[src/rtl/euart_rx_defs.vh]
`ifndef EUART_RX_DEFS_VH
`define EUART_RX_DEFS_VH

// Register indices; byte address is four times the index
`define IDX_IRQ 16'h00bf
`define IDX_BAUD_HIGH 16'ha0a1
`define IDX_BAUD_LOW 16'ha0a2
`define IDX_CTRL 16'ha0a3
`define IDX_DATA 16'ha0a4
`define IDX_LEVEL 16'ha0a5

// Interrupt register bit positions
`define BIT_GLOBAL_EN 7
`define BIT_DATA_AVAIL 5
`define BIT_OVERFLOW 4
`define BIT_UNDERFLOW 3
`define BIT_FRAME_ERROR 1

// Control register fields
`define BIT_PORT_EN 7
`define THR_LSB 0
`define THR_MSB 3

// Reset values
`define RST_BYTE 8'h00
`define RST_BAUD_LOW 8'h01

// Idle timeout is threshold times this many bit periods
`define IDLE_BITS_PER_THR 16

`endif

[src/rtl/euart_rx_channel.v]
// Design decision made here: the Avalon-MM register port.
`timescale 1ns/100ps
`include "euart_rx_defs.vh"
module euart_rx_channel #(
  parameter FIFO_DEPTH = 8,
  parameter FIFO_AW = 3
) (
  input wire clk_i, // System clock
  input wire rst_i, // Asynchronous reset, active high
  input wire [17:0] avs_address_i, // Byte address
  input wire avs_read_i, // Read request
  input wire avs_write_i, // Write request
  input wire [31:0] avs_writedata_i, // Write data
  input wire [3:0] avs_byteenable_i, // Byte lanes
  output reg [31:0] avs_readdata_o, // Read data
  output reg avs_waitrequest_o, // Low for one cycle to answer
  input wire rx_i, // Serial line in
  output reg irq_o // Interrupt request
);

  localparam ST_IDLE = 2'd0;
  localparam ST_START = 2'd1;
  localparam ST_DATA = 2'd2;
  localparam ST_STOP = 2'd3;

  // Matches an address to a register index
  function hit;
    input [17:0] addr;
    input [15:0] idx;
    begin
      hit = (addr[17:2] == idx);
    end
  endfunction

  reg [7:0] baud_high_q;
  reg [7:0] baud_low_q;
  reg port_en_q;
  reg [3:0] thr_q;
  reg global_en_q;
  reg rx_data_avail_irq_enable_q;
  reg rx_overflow_irq_enable_q;
  reg rx_underflow_irq_enable_q;
  reg frame_error_irq_enable_q;
  reg rx_data_avail_flag_q;
  reg rx_overflow_flag_q;
  reg rx_underflow_flag_q;
  reg frame_error_flag_q;
  reg rx_meta_q;
  reg rx_sync_q;
  reg [1:0] state_q;
  reg [15:0] cnt_q;
  reg [2:0] bit_q;
  reg [7:0] shift_q;
  reg push_q;
  reg frame_error_evt_q;
  reg [15:0] idle_cnt_q;
  reg [7:0] idle_bits_q;
  reg idle_hit_q;
  wire [15:0] divisor;
  wire req;
  wire take;
  wire wr_byte;
  wire pop;
  wire fifo_in_ready;
  wire fifo_out_valid;
  wire [7:0] fifo_out_data;
  wire [FIFO_AW:0] fill;
  wire [4:0] fill5;
  wire below_thr;
  wire [7:0] idle_target;
  wire [7:0] irq_rd;

  assign divisor = {baud_high_q, baud_low_q};
  assign req = avs_read_i || avs_write_i;
  assign take = req && !avs_waitrequest_o;
  assign wr_byte = take && avs_write_i && avs_byteenable_i[0];
  assign pop = take && avs_read_i && hit(avs_address_i, `IDX_DATA);
  assign fill5 = {{(4-FIFO_AW){1'b0}}, fill};
  assign below_thr = (fill5 < {1'b0, thr_q});
  assign idle_target = {thr_q, 4'h0}; // Threshold times 16 bit periods
  assign irq_rd = {global_en_q, 1'b0, rx_data_avail_flag_q, rx_overflow_flag_q,
                   rx_underflow_flag_q, 1'b0, frame_error_flag_q, 1'b0};

  // Bus answer: waitrequest drops one cycle after a request, then rises
  always @(posedge clk_i or posedge rst_i)
  begin
    if (rst_i)
      avs_waitrequest_o <= 1'b1;
    else if (req && avs_waitrequest_o)
      avs_waitrequest_o <= 1'b0;
    else
      avs_waitrequest_o <= 1'b1;
  end

  // Read data latched while waitrequest is high; unmapped reads give zero
  always @(posedge clk_i or posedge rst_i)
  begin
    if (rst_i)
      avs_readdata_o <= 32'h00000000;
    else if (avs_read_i && avs_waitrequest_o)
    begin
      if (hit(avs_address_i, `IDX_IRQ))
        avs_readdata_o <= {24'h000000, irq_rd};
      else if (hit(avs_address_i, `IDX_BAUD_HIGH))
        avs_readdata_o <= {24'h000000, baud_high_q};
      else if (hit(avs_address_i, `IDX_BAUD_LOW))
        avs_readdata_o <= {24'h000000, baud_low_q};
      else if (hit(avs_address_i, `IDX_CTRL))
        avs_readdata_o <= {24'h000000, port_en_q, 3'h0, thr_q};
      else if (hit(avs_address_i, `IDX_DATA))
        avs_readdata_o <= {24'h000000, fifo_out_valid ? fifo_out_data : 8'h00};
      else if (hit(avs_address_i, `IDX_LEVEL))
        avs_readdata_o <= {27'h0, fill5};
      else
        avs_readdata_o <= 32'h00000000;
    end
  end

  // Configuration and enable registers
  always @(posedge clk_i or posedge rst_i)
  begin
    if (rst_i)
    begin
      baud_high_q <= `RST_BYTE;
      baud_low_q <= `RST_BAUD_LOW;
      port_en_q <= 1'b0;
      thr_q <= 4'h0;
      global_en_q <= 1'b0;
      rx_data_avail_irq_enable_q <= 1'b0;
      rx_overflow_irq_enable_q <= 1'b0;
      rx_underflow_irq_enable_q <= 1'b0;
      frame_error_irq_enable_q <= 1'b0;
    end
    else if (wr_byte)
    begin
      if (hit(avs_address_i, `IDX_BAUD_HIGH))
        baud_high_q <= avs_writedata_i[7:0];
      else if (hit(avs_address_i, `IDX_BAUD_LOW))
        baud_low_q <= avs_writedata_i[7:0];
      else if (hit(avs_address_i, `IDX_CTRL))
      begin
        port_en_q <= avs_writedata_i[`BIT_PORT_EN];
        thr_q <= avs_writedata_i[`THR_MSB:`THR_LSB];
      end
      else if (hit(avs_address_i, `IDX_IRQ))
      begin
        global_en_q <= avs_writedata_i[`BIT_GLOBAL_EN];
        rx_data_avail_irq_enable_q <= avs_writedata_i[`BIT_DATA_AVAIL];
        rx_overflow_irq_enable_q <= avs_writedata_i[`BIT_OVERFLOW];
        rx_underflow_irq_enable_q <= avs_writedata_i[`BIT_UNDERFLOW];
        frame_error_irq_enable_q <= avs_writedata_i[`BIT_FRAME_ERROR];
      end
    end
  end

  // Sticky flags; a set in the same cycle as a clear wins
  always @(posedge clk_i or posedge rst_i)
  begin
    if (rst_i)
    begin
      rx_data_avail_flag_q <= 1'b0;
      rx_overflow_flag_q <= 1'b0;
      rx_underflow_flag_q <= 1'b0;
      frame_error_flag_q <= 1'b0;
    end
    else
    begin
      if ((fill5 != 5'h00 && !below_thr) || (idle_hit_q && below_thr && fill5 != 5'h00))
        rx_data_avail_flag_q <= 1'b1;
      else if (wr_byte && hit(avs_address_i, `IDX_IRQ) && !avs_writedata_i[`BIT_DATA_AVAIL]
               && below_thr)
        rx_data_avail_flag_q <= 1'b0;
      if (push_q && !fifo_in_ready)
        rx_overflow_flag_q <= 1'b1;
      else if (!port_en_q)
        rx_overflow_flag_q <= 1'b0;
      else if (wr_byte && hit(avs_address_i, `IDX_IRQ) && !avs_writedata_i[`BIT_OVERFLOW])
        rx_overflow_flag_q <= 1'b0;
      if (pop && !fifo_out_valid)
        rx_underflow_flag_q <= 1'b1;
      else if (!port_en_q)
        rx_underflow_flag_q <= 1'b0;
      else if (wr_byte && hit(avs_address_i, `IDX_IRQ) && !avs_writedata_i[`BIT_UNDERFLOW])
        rx_underflow_flag_q <= 1'b0;
      if (frame_error_evt_q)
        frame_error_flag_q <= 1'b1;
      else if (wr_byte && hit(avs_address_i, `IDX_IRQ) && !avs_writedata_i[`BIT_FRAME_ERROR])
        frame_error_flag_q <= 1'b0;
    end
  end

  // Interrupt request gated by per-source and global enables
  always @(posedge clk_i or posedge rst_i)
  begin
    if (rst_i)
      irq_o <= 1'b0;
    else
      irq_o <= global_en_q &&
               ((rx_data_avail_flag_q && rx_data_avail_irq_enable_q) ||
               (rx_overflow_flag_q && rx_overflow_irq_enable_q) ||
               (rx_underflow_flag_q && rx_underflow_irq_enable_q) ||
               (frame_error_flag_q && frame_error_irq_enable_q));
  end

  // Line synchroniser
  always @(posedge clk_i or posedge rst_i)
  begin
    if (rst_i)
    begin
      rx_meta_q <= 1'b1;
      rx_sync_q <= 1'b1;
    end
    else
    begin
      rx_meta_q <= rx_i;
      rx_sync_q <= rx_meta_q;
    end
  end

  // Receiver: samples mid-bit, one bit lasts divisor clocks, 8N1 frame
  always @(posedge clk_i or posedge rst_i)
  begin
    if (rst_i)
    begin
      state_q <= ST_IDLE;
      cnt_q <= 16'h0000;
      bit_q <= 3'h0;
      shift_q <= 8'h00;
      push_q <= 1'b0;
      frame_error_evt_q <= 1'b0;
    end
    else
    begin
      push_q <= 1'b0;
      frame_error_evt_q <= 1'b0;
      if (!port_en_q)
        state_q <= ST_IDLE;
      else
      begin
        case (state_q)
          ST_IDLE:
          begin
            if (!rx_sync_q)
            begin
              state_q <= ST_START;
              cnt_q <= {1'b0, divisor[15:1]};
            end
          end
          ST_START:
          begin
            if (cnt_q == 16'h0000)
            begin
              state_q <= rx_sync_q ? ST_IDLE : ST_DATA;
              cnt_q <= divisor - 16'h0001;
              bit_q <= 3'h0;
            end
            else
              cnt_q <= cnt_q - 16'h0001;
          end
          ST_DATA:
          begin
            if (cnt_q == 16'h0000)
            begin
              shift_q <= {rx_sync_q, shift_q[7:1]};
              cnt_q <= divisor - 16'h0001;
              bit_q <= bit_q + 3'h1;
              if (bit_q == 3'h7)
                state_q <= ST_STOP;
            end
            else
              cnt_q <= cnt_q - 16'h0001;
          end
          default:
          begin
            if (cnt_q == 16'h0000)
            begin
              push_q <= 1'b1;
              frame_error_evt_q <= !rx_sync_q;
              state_q <= ST_IDLE;
            end
            else
              cnt_q <= cnt_q - 16'h0001;
          end
        endcase
      end
    end
  end

  // Idle timer counts whole bit periods while the line rests high
  always @(posedge clk_i or posedge rst_i)
  begin
    if (rst_i)
    begin
      idle_cnt_q <= 16'h0000;
      idle_bits_q <= 8'h00;
      idle_hit_q <= 1'b0;
    end
    else
    begin
      idle_hit_q <= 1'b0;
      if (!port_en_q || state_q != ST_IDLE || !rx_sync_q)
      begin
        idle_cnt_q <= 16'h0000;
        idle_bits_q <= 8'h00;
      end
      else if (idle_cnt_q >= divisor - 16'h0001)
      begin
        idle_cnt_q <= 16'h0000;
        if (idle_bits_q != 8'hff)
          idle_bits_q <= idle_bits_q + 8'h01;
        if (idle_bits_q == idle_target && thr_q != 4'h0)
          idle_hit_q <= 1'b1;
      end
      else
        idle_cnt_q <= idle_cnt_q + 16'h0001;
    end
  end

  // Receive FIFO, flushed while the port is disabled
  rx_byte_fifo #(
    .WIDTH(8),
    .DEPTH(FIFO_DEPTH),
    .AW(FIFO_AW)
  ) u_rx_fifo (
    .clk_i(clk_i),
    .rst_i(rst_i),
    .flush_i(!port_en_q),
    .in_valid_i(push_q),
    .in_ready_o(fifo_in_ready),
    .in_data_i(shift_q),
    .out_valid_o(fifo_out_valid),
    .out_ready_i(pop),
    .out_data_o(fifo_out_data),
    .level_o(fill)
  );

endmodule

[src/rtl/rx_byte_fifo.v]
`timescale 1ns/100ps
module rx_byte_fifo #(
  parameter WIDTH = 8,
  parameter DEPTH = 8,
  parameter AW = 3
) (
  input wire clk_i, // System clock
  input wire rst_i, // Asynchronous reset, active high
  input wire flush_i, // Synchronous empty
  input wire in_valid_i, // Write request
  output wire in_ready_o, // Space available
  input wire [WIDTH-1:0] in_data_i, // Write data
  output wire out_valid_o, // Data available
  input wire out_ready_i, // Read acknowledge
  output wire [WIDTH-1:0] out_data_o, // Head word
  output wire [AW:0] level_o // Words held
);

  reg [WIDTH-1:0] mem [0:DEPTH-1];
  reg [AW-1:0] wr_q;
  reg [AW-1:0] rd_q;
  reg [AW:0] cnt_q;
  wire push;
  wire pop;

  assign in_ready_o = (cnt_q != DEPTH[AW:0]);
  assign out_valid_o = (cnt_q != {(AW+1){1'b0}});
  assign push = in_valid_i && in_ready_o;
  assign pop = out_ready_i && out_valid_o;
  assign out_data_o = mem[rd_q];
  assign level_o = cnt_q;

  // Storage array
  always @(posedge clk_i)
  begin
    if (push)
      mem[wr_q] <= in_data_i;
  end

  // Pointers and count
  always @(posedge clk_i or posedge rst_i)
  begin
    if (rst_i)
    begin
      wr_q <= {AW{1'b0}};
      rd_q <= {AW{1'b0}};
      cnt_q <= {(AW+1){1'b0}};
    end
    else if (flush_i)
    begin
      wr_q <= {AW{1'b0}};
      rd_q <= {AW{1'b0}};
      cnt_q <= {(AW+1){1'b0}};
    end
    else
    begin
      if (push)
        wr_q <= (wr_q == DEPTH[AW-1:0] - 1'b1) ? {AW{1'b0}} : wr_q + 1'b1;
      if (pop)
        rd_q <= (rd_q == DEPTH[AW-1:0] - 1'b1) ? {AW{1'b0}} : rd_q + 1'b1;
      if (push && !pop)
        cnt_q <= cnt_q + 1'b1;
      else if (pop && !push)
        cnt_q <= cnt_q - 1'b1;
    end
  end

endmodule

[config.mk]
export PLATFORM = sky130hd
export DESIGN_NAME = euart_rx_channel
export DESIGN_NICKNAME = d
export VERILOG_FILES = /design/src/rtl/euart_rx_channel.v /design/src/rtl/rx_byte_fifo.v
export VERILOG_INCLUDE_DIRS = /design/src /design/src/rtl
export SDC_FILE = /design/constraint.sdc
export NUM_CORES = 1
export LEC_CHECK = 0
export BUFFER_PORTS_ARGS = -buffer_cell sky130_fd_sc_hd__buf_2
export CAP_MARGIN = 20
export CORE_MARGIN = 2
export CORE_UTILIZATION = 64
export CTS_CLUSTER_DIAMETER = 60
export CTS_CLUSTER_SIZE = 16
export DETAILED_ROUTE_END_ITERATION = 6
export PLACE_DENSITY = 0.86
export SYNTH_ARGS = -nofsm -noshare
export SYNTH_HDL_FRONTEND = slang
export SYNTH_SLANG_ARGS = --single-unit
[constraint.sdc]
create_clock -name clk_i -period 7.9 [get_ports clk_i]
set_input_delay 0.395 -clock clk_i [delete_from_list [all_inputs] [get_ports clk_i]]
set_output_delay 0.395 -clock clk_i [all_outputs]
set_load 0.05 [all_outputs]
==> impl_metrics.yaml, run 1 <==
clock_tree:
  htreeDepth: 4
  insertion_delay_ps: 450
  cts_hold_buf: 0
  numCtsBuffers: 17
  cts_resized: 0
  clkSlewWorstSetupHoldPaths_ps: 70
  cts_setup_buffers: 0
  cts_tree: "built"
  clk_path_buf_depth: 2
  clkSinkCount: 172
  cts_root_buf: "clkbuf_16"
detailed_routing:
  ant_nets: 0
  routed_wl_mm: 21.8
  dr_wl_met2_mm: 10.9
  dr.pass1.iters: 6
  drc_errors: 0
  drt_iter0_drc: 695
  wl_met1_mm: 8.50
  routedWlPerCell_um: 20.3
  vias: 6945
  vias_per_cell: 6.46
  highest_layer: "met4"
  route.met3.wl_mm: 1.75
critical_path:
  setup.worst_path.start: "baud_low_q[0]$_DFFE_PP1P_"
  crit_path_max_fanout: 18
  slowest_stage: "nor3b_1"
  start_kind: "flop"
  path_class: "flop to flop"
  endpoint_kind: "flop"
  path_delay_family: "simple AND/OR/NAND/NOR gates"
  slowest_delay_ps: 550
  critPathArrivalTime_ps: 4050
  critical_path_required_ps: 8270
  reg2reg_slack_ps: 4220
  crit_path_cell_trace: "inv_1 > ha_1 > nor3b_1 > nand4_1 > xor2_1 > ha_1 > o21ai_0 > nor2_1 > nor3_1 > o211ai_1 > buf_4 > or2_2 > nor2_1"
  r2r_start: "baud_low_q[0]$_DFFE_PP1P_"
  cp_num_buf_inv: 2
  r2r.worst_path.cells: 13
  worst-path-stages: 13
  endpoint: "idle_cnt_q[8]$_DFF_PP0_"
  r2r_end: "idle_cnt_q[8]$_DFF_PP0_"
timing:
  fin_ws_ps: 4220
  slew_violations: 0
  rsz0062_at_grt: "false"
  tns_ps: 0
  tightest_slew_ps: 1120
  finalHoldViolCount: 0
  setup_violations: 0
  period_share_pct: 46.6
  finalCriticalPeriod_ps: 3680
  relSlewSlack_pct: 25.5
  clock_skew_ps: 9.53
  timing.fmax_mhz: 272
pwr:
  power_per_cell_area_mw_per_mm2: 187
  ir_drop_mv: 0.169
  p_leak_nw: 4.26
  total_power_mw: 1.88
grt:
  grt_pass1_wl_mm: 33.8
  grt_pass1_vias: 6497
  grt_max_degree: 70
  grt_overflow: 0
  grt_usage_pct: 29.7
  antenna_found_initial: 0
cells_and_area:
  layout-area-overhead-vs-synth_pct: 9.79
  nets: 978
  final_common_cell: "dfrtp_1"
  layout_common_cells: "104 x dfrtp_1, 89 x nand2_1, 74 x nor2_1"
  drive_gt1_share_pct: 16.3
  final_area_mm2: 0.0101
die:
  num_rows: 43
  core_mm2: 0.0139
  start_util_pct: 65.9
  die_area_mm2: 0.0153
  dieWidth_um: 124
  die-height_um: 124
  ios: 93
synthesis:
  synth_edf_count: 64
  synthArstFlopShare_pct: 62.8
  synth-seq-cells: 172
  ys.flop_type: "dfrtp_1"
  syn_inst: 849
  syn-mean-instance-area_um2: 10.8
  yosysUniqueCellTypes: 76
  netlist_area_mm2: 0.00919
  ys_seq_area_share_pct: 50.4
  ys_warn_count: 0
worst_hold_path:
  min_path_type: "input port to asynchronous set/reset pin"
run_status:
  status: "finished, final reports clean"
placement:
  routabilityCongestion: 0.930
  numPortBuffers: 39
  pre_cts_ws_ps: 4240
  dp_hpwl_mm: 14.6
  placed_area_mm2: 0.00946
run:
  cap_violations: 0
==> flip-flops by register name, summed over array words and instances (netlist names), 3 cells and up <==
signal and count:
shift_q 8, baud_low_q 8, idle_bits_q 8, thr_q 4
u_rx_fifo.level_o 4, idle_cnt_q 16, u_rx_fifo.rd_q 3, u_rx_fifo.wr_q 3
u_rx_fifo.mem 64, baud_high_q 8, cnt_q 16, bit_q 3
avs_readdata_o 8
==> power breakdown <==
group | switching (mW) | leakage [nW] | internal [mW]
clock | 0.393 | 0.299 | 0.484
combinational | 0.0653 | 2.02 | 0.0130
sequential | 0.00385 | 1.94 | 0.925
==> routing by layer <==
metal | vias up | GRT usage [%]
li1 | 3155 | -
met1 | 3370 | 38.3
met2 | 351 | 48.2
met3 | 69 | 6.78
met4 | 0 | 13.1
met5 | - | 0
==> kinds of logic (layout without fill, tap and decap cells) <==
family,count (synthesis),count (layout),share of synthesized area (%)
mux,51,51,8.05
simple gates,308,308,17.1
fa+ha+maj,38,38,5.26
flops,172,172,50.4
xor+xnor,34,34,3.24
buf+inv,82,104,4.52
compound gates,163,163,11.4
other cells,1,25,0.0408
==> Yosys cell counts (3+ instances only) <==
cell type | instances | area (µm²)
o31a_1 | 3 | 26.3
mux4_2 | 16 | 360
a31oi_1 | 12 | 75.1
a22o_1 | 3 | 26.3
xor2_1 | 17 | 149
inv_1 | 23 | 86.3
buf_4 | 26 | 195
or4_1 | 3 | 22.5
and2_1 | 6 | 37.5
a221oi_1 | 3 | 26.3
o22ai_1 | 7 | 43.8
a2bb2oi_1 | 3 | 26.3
nand3_1 | 24 | 120
a21o_1 | 3 | 22.5
mux2_2 | 23 | 259
nand4_1 | 9 | 56.3
nor2_1 | 74 | 278
clkbuf_1 | 28 | 105
a22oi_1 | 9 | 67.6
a221o_1 | 3 | 30.0
a31o_2 | 4 | 35.0
o211ai_1 | 6 | 45.0
nor3_1 | 18 | 90.1
a211oi_1 | 5 | 37.5
a21oi_1 | 35 | 175
and3_1 | 16 | 100
xnor2_1 | 17 | 149
nand4b_1 | 5 | 43.8
nand2b_1 | 7 | 43.8
ha_1 | 37 | 463
nor4b_1 | 4 | 35.0
nor2b_1 | 11 | 68.8
nor3b_1 | 8 | 60.1
dfrtp_1 | 104 | 2600
edfxtp_1 | 64 | 1920
o21ai_0 | 45 | 225
or3_1 | 4 | 25.0
mux2i_1 | 12 | 120
dfstp_2 | 4 | 105
nor4_1 | 9 | 56.3
a41o_1 | 3 | 30.0
nand2_1 | 89 | 334
==> worst min-delay path by stage <==
stage          slack, ps  cells past startpoint                start                endpoint
6_report             0.8                      2                rst_i  shift_q[7]$_DFFE_PP0P_
3_5_place_dp         350                      0  rx_meta_q$_DFF_PP1_     rx_sync_q$_DFF_PP1_
4_1_cts               20                      2                rst_i  shift_q[7]$_DFFE_PP0P_
3_3_place_gp         350                      0  rx_meta_q$_DFF_PP1_     rx_sync_q$_DFF_PP1_
2_1_floorplan        350                      0  rx_meta_q$_DFF_PP1_     rx_sync_q$_DFF_PP1_
5_1_grt               40                      1                 rx_i     rx_meta_q$_DFF_PP1_
==> per-stage QoR <==
stage	utilization, %	hold WS [ps]	std cells
floorplan	-	345	872
global placement	67.9	347	1042
detailed placement	67.9	348	1042
CTS	72.4	15.8	1074
global route	72.4	42.1	1074
finish	72.4	0.805	1075
==> final cells by class <==
class | instances | area, µm²
Sequential cell | 172 | 4630
Inverter | 23 | 88.8
Antenna cell | 1 | 2.50
Timing Repair Buffer | 49 | 270
Fill cell | 915 | 3850
Clock inverter | 15 | 199
Clock buffer | 17 | 425
Multi-Input combinational cell | 618 | 4250
Tap cell | 180 | 225
(Power assumes the default switching activity.)
==> inputs of run 2 (changes only) <==
--- a/config.mk
+++ b/config.mk
@@ -9,11 +9,11 @@
 export BUFFER_PORTS_ARGS = -buffer_cell sky130_fd_sc_hd__buf_2
 export CAP_MARGIN = 20
 export CORE_MARGIN = 2
-export CORE_UTILIZATION = 64
+export CORE_UTILIZATION = 60
 export CTS_CLUSTER_DIAMETER = 60
 export CTS_CLUSTER_SIZE = 16
 export DETAILED_ROUTE_END_ITERATION = 6
-export PLACE_DENSITY = 0.86
+export PLACE_DENSITY = 0.81
 export SYNTH_ARGS = -nofsm -noshare
 export SYNTH_HDL_FRONTEND = slang
 export SYNTH_SLANG_ARGS = --single-unit
==> constraint.sdc (replaced) <==
create_clock -name clk_i -period 3.8 [get_ports clk_i]
set_input_delay 0.19 -clock clk_i [delete_from_list [all_inputs] [get_ports clk_i]]
set_output_delay 0.19 -clock clk_i [all_outputs]
set_load 0.05 [all_outputs]
==> run 2 against run 1 <==
  * Global-route usage down 1.0 points
  * Critical path type unchanged
  * Final cell count up 2.1%
  * Clock power rose by 110%
  * Hold slack improved by 26 ps
==> impl_metrics.yaml, run 2 (synthesized netlist as in run 1, its figures left out) <==
grt:
  grt_max_degree: 79
  grt_usage_pct: 28.6
  grt_pass1_wl_mm: 35.6
  grt_pass1_vias: 6747
  antenna_found_initial: 0
  grt_overflow: 0
worst_hold_path:
  hold_end: "thr_q[2]$_DFFE_PP0P_"
  hold_start: "avs_writedata_i[2]"
  min_path_type: "input port to flop"
  hold_depth: 3
cells_and_area:
  fillCellCount: 1084
  regMostFlops: "u_rx_fifo.mem"
  multiInputGateArea_mm2: 0.00426
  layout-area-overhead-vs-synth_pct: 11.6
  layout_common_cells: "104 x dfrtp_1, 89 x nand2_1, 74 x nor2_1"
  largest_reg_flops: 64
  largest_registers: "u_rx_fifo.mem: 64 flops, cnt_q: 16 flops, idle_cnt_q: 16 flops"
  final_area_mm2: 0.0103
  fin_util_pct: 68.0
  drive_gt1_share_pct: 17.7
  nets: 994
  final_common_cell: "dfrtp_1"
  regArea_mm2: 0.00463
  n_antenna_cell: 0
placement:
  numPortBuffers: 39
  pre_cts_ws_ps: 276
  routabilityCongestion: 0.911
  dp_hpwl_mm: 15.1
  placed_area_mm2: 0.00955
timing:
  tns_ps: 0
  finalHoldViolCount: 0
  timing.fmax_mhz: 294
  setup_violations: 0
  relSlewSlack_pct: 37.5
  fin_ws_ps: 401
  clock_skew_ps: 9.19
  finalCriticalPeriod_ps: 3400
  period_share_pct: 89.4
  tightest_slew_ps: 937
  rsz0062_at_grt: "false"
  slew_violations: 0
die:
  die-height_um: 128
  start_util_pct: 60.9
  die_area_mm2: 0.0163
  dieWidth_um: 128
  core_mm2: 0.0151
  num_rows: 45
  ios: 93
critical_path:
  endpoint_kind: "flop"
  slowest_delay_ps: 590
  path_class: "flop to flop"
  critPathArrivalTime_ps: 3730
  start_kind: "flop"
  slowest_stage: "nor4_1"
  critical_path_required_ps: 4130
  r2r_end: "idle_bits_q[4]$_DFFE_PP0P_"
  crit_path_cell_trace: "nor4_1 > nand4_1 > nor3_1 > xnor2_1 > ha_1 > nand4_1 > nor2_1 > o2111ai_1 > o211ai_1 > buf_4 > buf_4 > a31oi_1 > a41o_1"
  r2r.worst_path.cells: 13
  reg2reg_slack_ps: 400
  r2r_start: "baud_low_q[2]$_DFFE_PP0P_"
  crit_path_max_fanout: 15
pwr:
  ir_drop_mv: 0.380
  swShare_pct: 24.5
  p_seq_share_pct: 49.3
  power_per_cell_area_mw_per_mm2: 382
  p_comb_share_pct: 4.3
  p_leak_nw: 4.35
  clkPwrFrac_pct: 46.4
  switchingPower_mw: 0.960
  p_int_mw: 2.96
clock_tree:
  clkSlewWorstSetupHoldPaths_ps: 70
  cts_tree: "built"
  htreeDepth: 4
  clkSinkCount: 172
  numCtsBuffers: 17
  insertion_delay_ps: 440
  clk_path_buf_depth: 2
  cts_root_buf: "clkbuf_16"
detailed_routing:
  drc_errors: 0
  drt_iter0_drc: 669
  vias_per_cell: 6.29
  vias: 6908
  routedWlPerCell_um: 20.1
  ant_nets: 0
  dr.pass1.iters: 5
  routed_wl_mm: 22.1
run_status:
  status: "finished, final reports clean"
run:
  cap_violations: 0
run 2: changes by cell type in the layout (fill, tap and decap cells not counted), sizes merged:
| cell | before | now |
|---|---|---|
| clkinvlp | 2 | 1 |
| buf | 49 | 61 |
| diode | 1 | 0 |
| inv | 30 | 31 |
| dlygate4sd3 | 0 | 4 |
run 2: per-layer routing:
metal / global-route usage [%] / vias up / part of all wire [%] / routed length (µm)
met2: 47.2 / 270 / 50 / 11000
li1: - / 3174 / - / -
met5: 0 / - / 0 / 0
met4: 11.8 / 0 / 3.5 / 771
met3: 7.14 / 66 / 6.5 / 1440
met1: 36.4 / 3398 / 40 / 8900
run 2: critical path: cells and delay by family, from the launching register on:
family / cells / cell delay, ps
fa+ha+maj: 1 / 310
flops: 1 / 500
buf+inv: 2 / 380
simple gates: 5 / 1320
xor+xnor: 1 / 130
compound gates: 4 / 640
run 2: stage by stage:
step	power, mW	hold slack [ps]	std cells
floorplan	2.10	194	872
global placement	2.13	297	1060
detailed placement	2.13	296	1060
CTS	3.94	5.05	1095
global route	4.01	38.1	1098
finish	3.92	26.7	1098
run 2: how the worst max path moves through the flow:
stage | start | to | cells past startpoint
2_1_floorplan | baud_low_q[1]$_DFFE_PP0P_ | idle_cnt_q[10]$_DFF_PP0_ | 15
3_3_place_gp | baud_high_q[0]$_DFFE_PP0P_ | idle_bits_q[0]$_DFFE_PP0P_ | 13
3_5_place_dp | baud_low_q[0]$_DFFE_PP1P_ | idle_bits_q[0]$_DFFE_PP0P_ | 15
4_1_cts | baud_low_q[0]$_DFFE_PP1P_ | idle_bits_q[0]$_DFFE_PP0P_ | 15
5_1_grt | baud_low_q[2]$_DFFE_PP0P_ | idle_bits_q[4]$_DFFE_PP0P_ | 13
6_report | baud_low_q[2]$_DFFE_PP0P_ | idle_bits_q[4]$_DFFE_PP0P_ | 13
run 2: final cells by class:
type / instances / area share, %
Clock buffer: 17 / 4.15
Clock inverter: 15 / 1.88
Inverter: 23 / 0.866
Multi-Input combinational cell: 618 / 41.6
Sequential cell: 172 / 45.1
Tap cell: 188 / 2.29
Timing Repair Buffer: 65 / 4.10
run 2: power by group through the flow:
stage          Combinational [mW]  Sequential [mW]  Clock, mW
2_1_floorplan               0.113             1.99          0
3_5_place_dp                0.162             1.97          0
6_report                    0.169             1.93       1.82
5_1_grt                     0.182             1.93       1.90
4_1_cts                     0.166             1.93       1.84
3_3_place_gp                0.161             1.97          0
run 2: timing repair:
action | CTS | global route
resized for setup | 0 | 2
buffers inserted | 0 | 0
endpoints found under the setup margin | 0 | 5
hold buffers | 3 | 1
hold endpoints to repair | 2 | 17
==> inputs of run 3 (changes only) <==
--- a/config.mk
+++ b/config.mk
@@ -13,7 +13,7 @@
 export CTS_CLUSTER_DIAMETER = 60
 export CTS_CLUSTER_SIZE = 16
 export DETAILED_ROUTE_END_ITERATION = 6
-export PLACE_DENSITY = 0.81
+export PLACE_DENSITY_LB_ADDON = 0.25
 export SYNTH_ARGS = -nofsm -noshare
 export SYNTH_HDL_FRONTEND = slang
 export SYNTH_SLANG_ARGS = --single-unit
==> run 3 against run 2 <==
  * Clock skew up 8.7 ps
  * Maximum frequency down 3.5%
  * First-iteration DRC count down 17%
  * Die area unchanged
  * Critical path depth down 1
  * Utilization down 0.43 points
  * Critical path type unchanged
==> impl_metrics.yaml, run 3 (synthesized netlist as in run 1, its figures left out) <==
pwr:
  power_per_cell_area_mw_per_mm2: 376
  ir_drop_mv: 0.399
  total_power_mw: 3.83
  p_leak_nw: 4.31
clock_tree:
  htreeDepth: 4
  cts_tree: "built"
  insertion_delay_ps: 440
  clkSlewWorstSetupHoldPaths_ps: 80
  clkSinkCount: 172
  cts_root_buf: "clkbuf_16"
  clk_path_buf_depth: 2
  cts_setup_buffers: 0
  numCtsBuffers: 17
detailed_routing:
  vias: 6858
  routedWlPerCell_um: 19.8
  routed_wl_mm: 21.7
  dr.pass1.iters: 5
  vias_per_cell: 6.25
  ant_nets: 0
  drc_errors: 0
  drt_iter0_drc: 556
timing:
  slew_violations: 0
  period_share_pct: 92.6
  rsz0062_at_grt: "false"
  timing.fmax_mhz: 284
  tightest_slew_ps: 928
  relSlewSlack_pct: 37.6
  finalHoldViolCount: 0
  finalCriticalPeriod_ps: 3520
  tns_ps: 0
  setup_violations: 0
  hold_slack_ps: 36.0
  clock_skew_ps: 17.9
critical_path:
  start_kind: "flop"
  reg2reg_slack_ps: 280
  crit_path_max_fanout: 18
  endpoint_kind: "flop"
  r2r_start: "baud_high_q[0]$_DFFE_PP0P_"
  setup.worst_path.start: "baud_high_q[0]$_DFFE_PP0P_"
  critPathArrivalTime_ps: 3840
  critical_path_required_ps: 4120
  path_class: "flop to flop"
placement:
  numPortBuffers: 39
  placed_area_mm2: 0.00953
  routabilityCongestion: 0.934
  dp_hpwl_mm: 15.3
cells_and_area:
  final_common_cell: "dfrtp_1"
  fin_util_pct: 67.5
  layout_common_cells: "104 x dfrtp_1, 89 x nand2_1, 74 x nor2_1"
  largest_reg_flops: 64
  nets: 993
  drive_gt1_share_pct: 17.2
  regMostFlops: "u_rx_fifo.mem"
  largest_registers: "u_rx_fifo.mem: 64 flops, cnt_q: 16 flops, idle_cnt_q: 16 flops"
  n_antenna_cell: 0
  final_area_mm2: 0.0102
  layout-area-overhead-vs-synth_pct: 10.9
die:
  die_area_mm2: 0.0163
  core_mm2: 0.0151
  start_util_pct: 60.9
  num_rows: 45
  dieWidth_um: 128
  die-height_um: 128
  ios: 93
grt:
  grt_max_degree: 57
  grt_pass1_wl_mm: 35.0
  antenna_found_initial: 0
  grt_overflow: 0
  grt_usage_pct: 27.9
  grt_pass1_vias: 6683
worst_hold_path:
  hold_start: "avs_writedata_i[2]"
  min_path_type: "input port to flop"
run:
  cap_violations: 0
run_status:
  status: "finished, final reports clean"
## run 3: cell count changes in the layout (fill, tap and decap cells not counted), sizes merged
cell | before | now
clkinvlp | 1 | 2
clkinv | 4 | 6
bufinv | 2 | 0
dlygate4sd3 | 4 | 5
inv | 31 | 30
buf | 61 | 59
## run 3: layout make-up
cell class,count,area [µm²]
clock inverter,15,171
timing repair buffer,64,395
multi-input combinational,618,4240
sequential,172,4630
clock buffer,17,425
inverter,23,88.8
tap,188,235
fill,1111,4900
## run 3: repair_timing
action / 4_1_cts / 5_1_grt
hold buffers: 5 / 0
endpoints found under the hold margin: 57 / 0
setup endpoints to repair: 0 / 20
resized for setup: 0 / 1
## run 3: worst max-delay path, cell delays in order (launching register included)
cell and delay [ps]:
dfrtp_1 510, nor4_2 550, nand4_1 220, nor3_1 230, xnor2_1 160, ha_1 320, nand4_1 130, nor2_1 130
o2111ai_1 130, o211ai_1 270, buf_4 270, or2_2 350, nor2_1 110
## run 3: routing by layer
layer	wire (µm)	GRT usage [%]
met1	9570	38.8
met2	10600	45.0
met3	1200	5.68
met4	386	8.14
met5	0	0
## run 3: path summary, 6_finish.rpt
check	endpoint	cells after the start
hold / removal	thr_q[2]$_DFFE_PP0P_	3
setup reg to reg	idle_cnt_q[2]$_DFF_PP0_	12
setup / recovery	idle_cnt_q[2]$_DFF_PP0_	12
hold reg to reg	rx_sync_q$_DFF_PP1_	0
min in group asynchronous	bit_q[2]$_DFFE_PP0P_	3
max in group asynchronous	avs_waitrequest_o$_DFF_PP1_	4
## run 3: stage by stage
stage / setup WS [ps] / instances
final: 279 / 1097
after global routing: 20.0 / 1097
after CTS: 142 / 1096
after detailed placement: 171 / 1059
after global placement: 248 / 1059
after floorplan: 431 / 872
## run 3: where the power goes
| part | switching (mW) | leakage [nW] | total (mW) | internal, mW |
|---|---|---|---|---|
| Sequential | 0.00645 | 1.94 | 1.93 | 1.92 |
| Clock | 0.849 | 0.285 | 1.73 | 0.885 |
| Combinational | 0.137 | 2.09 | 0.169 | 0.0318 |
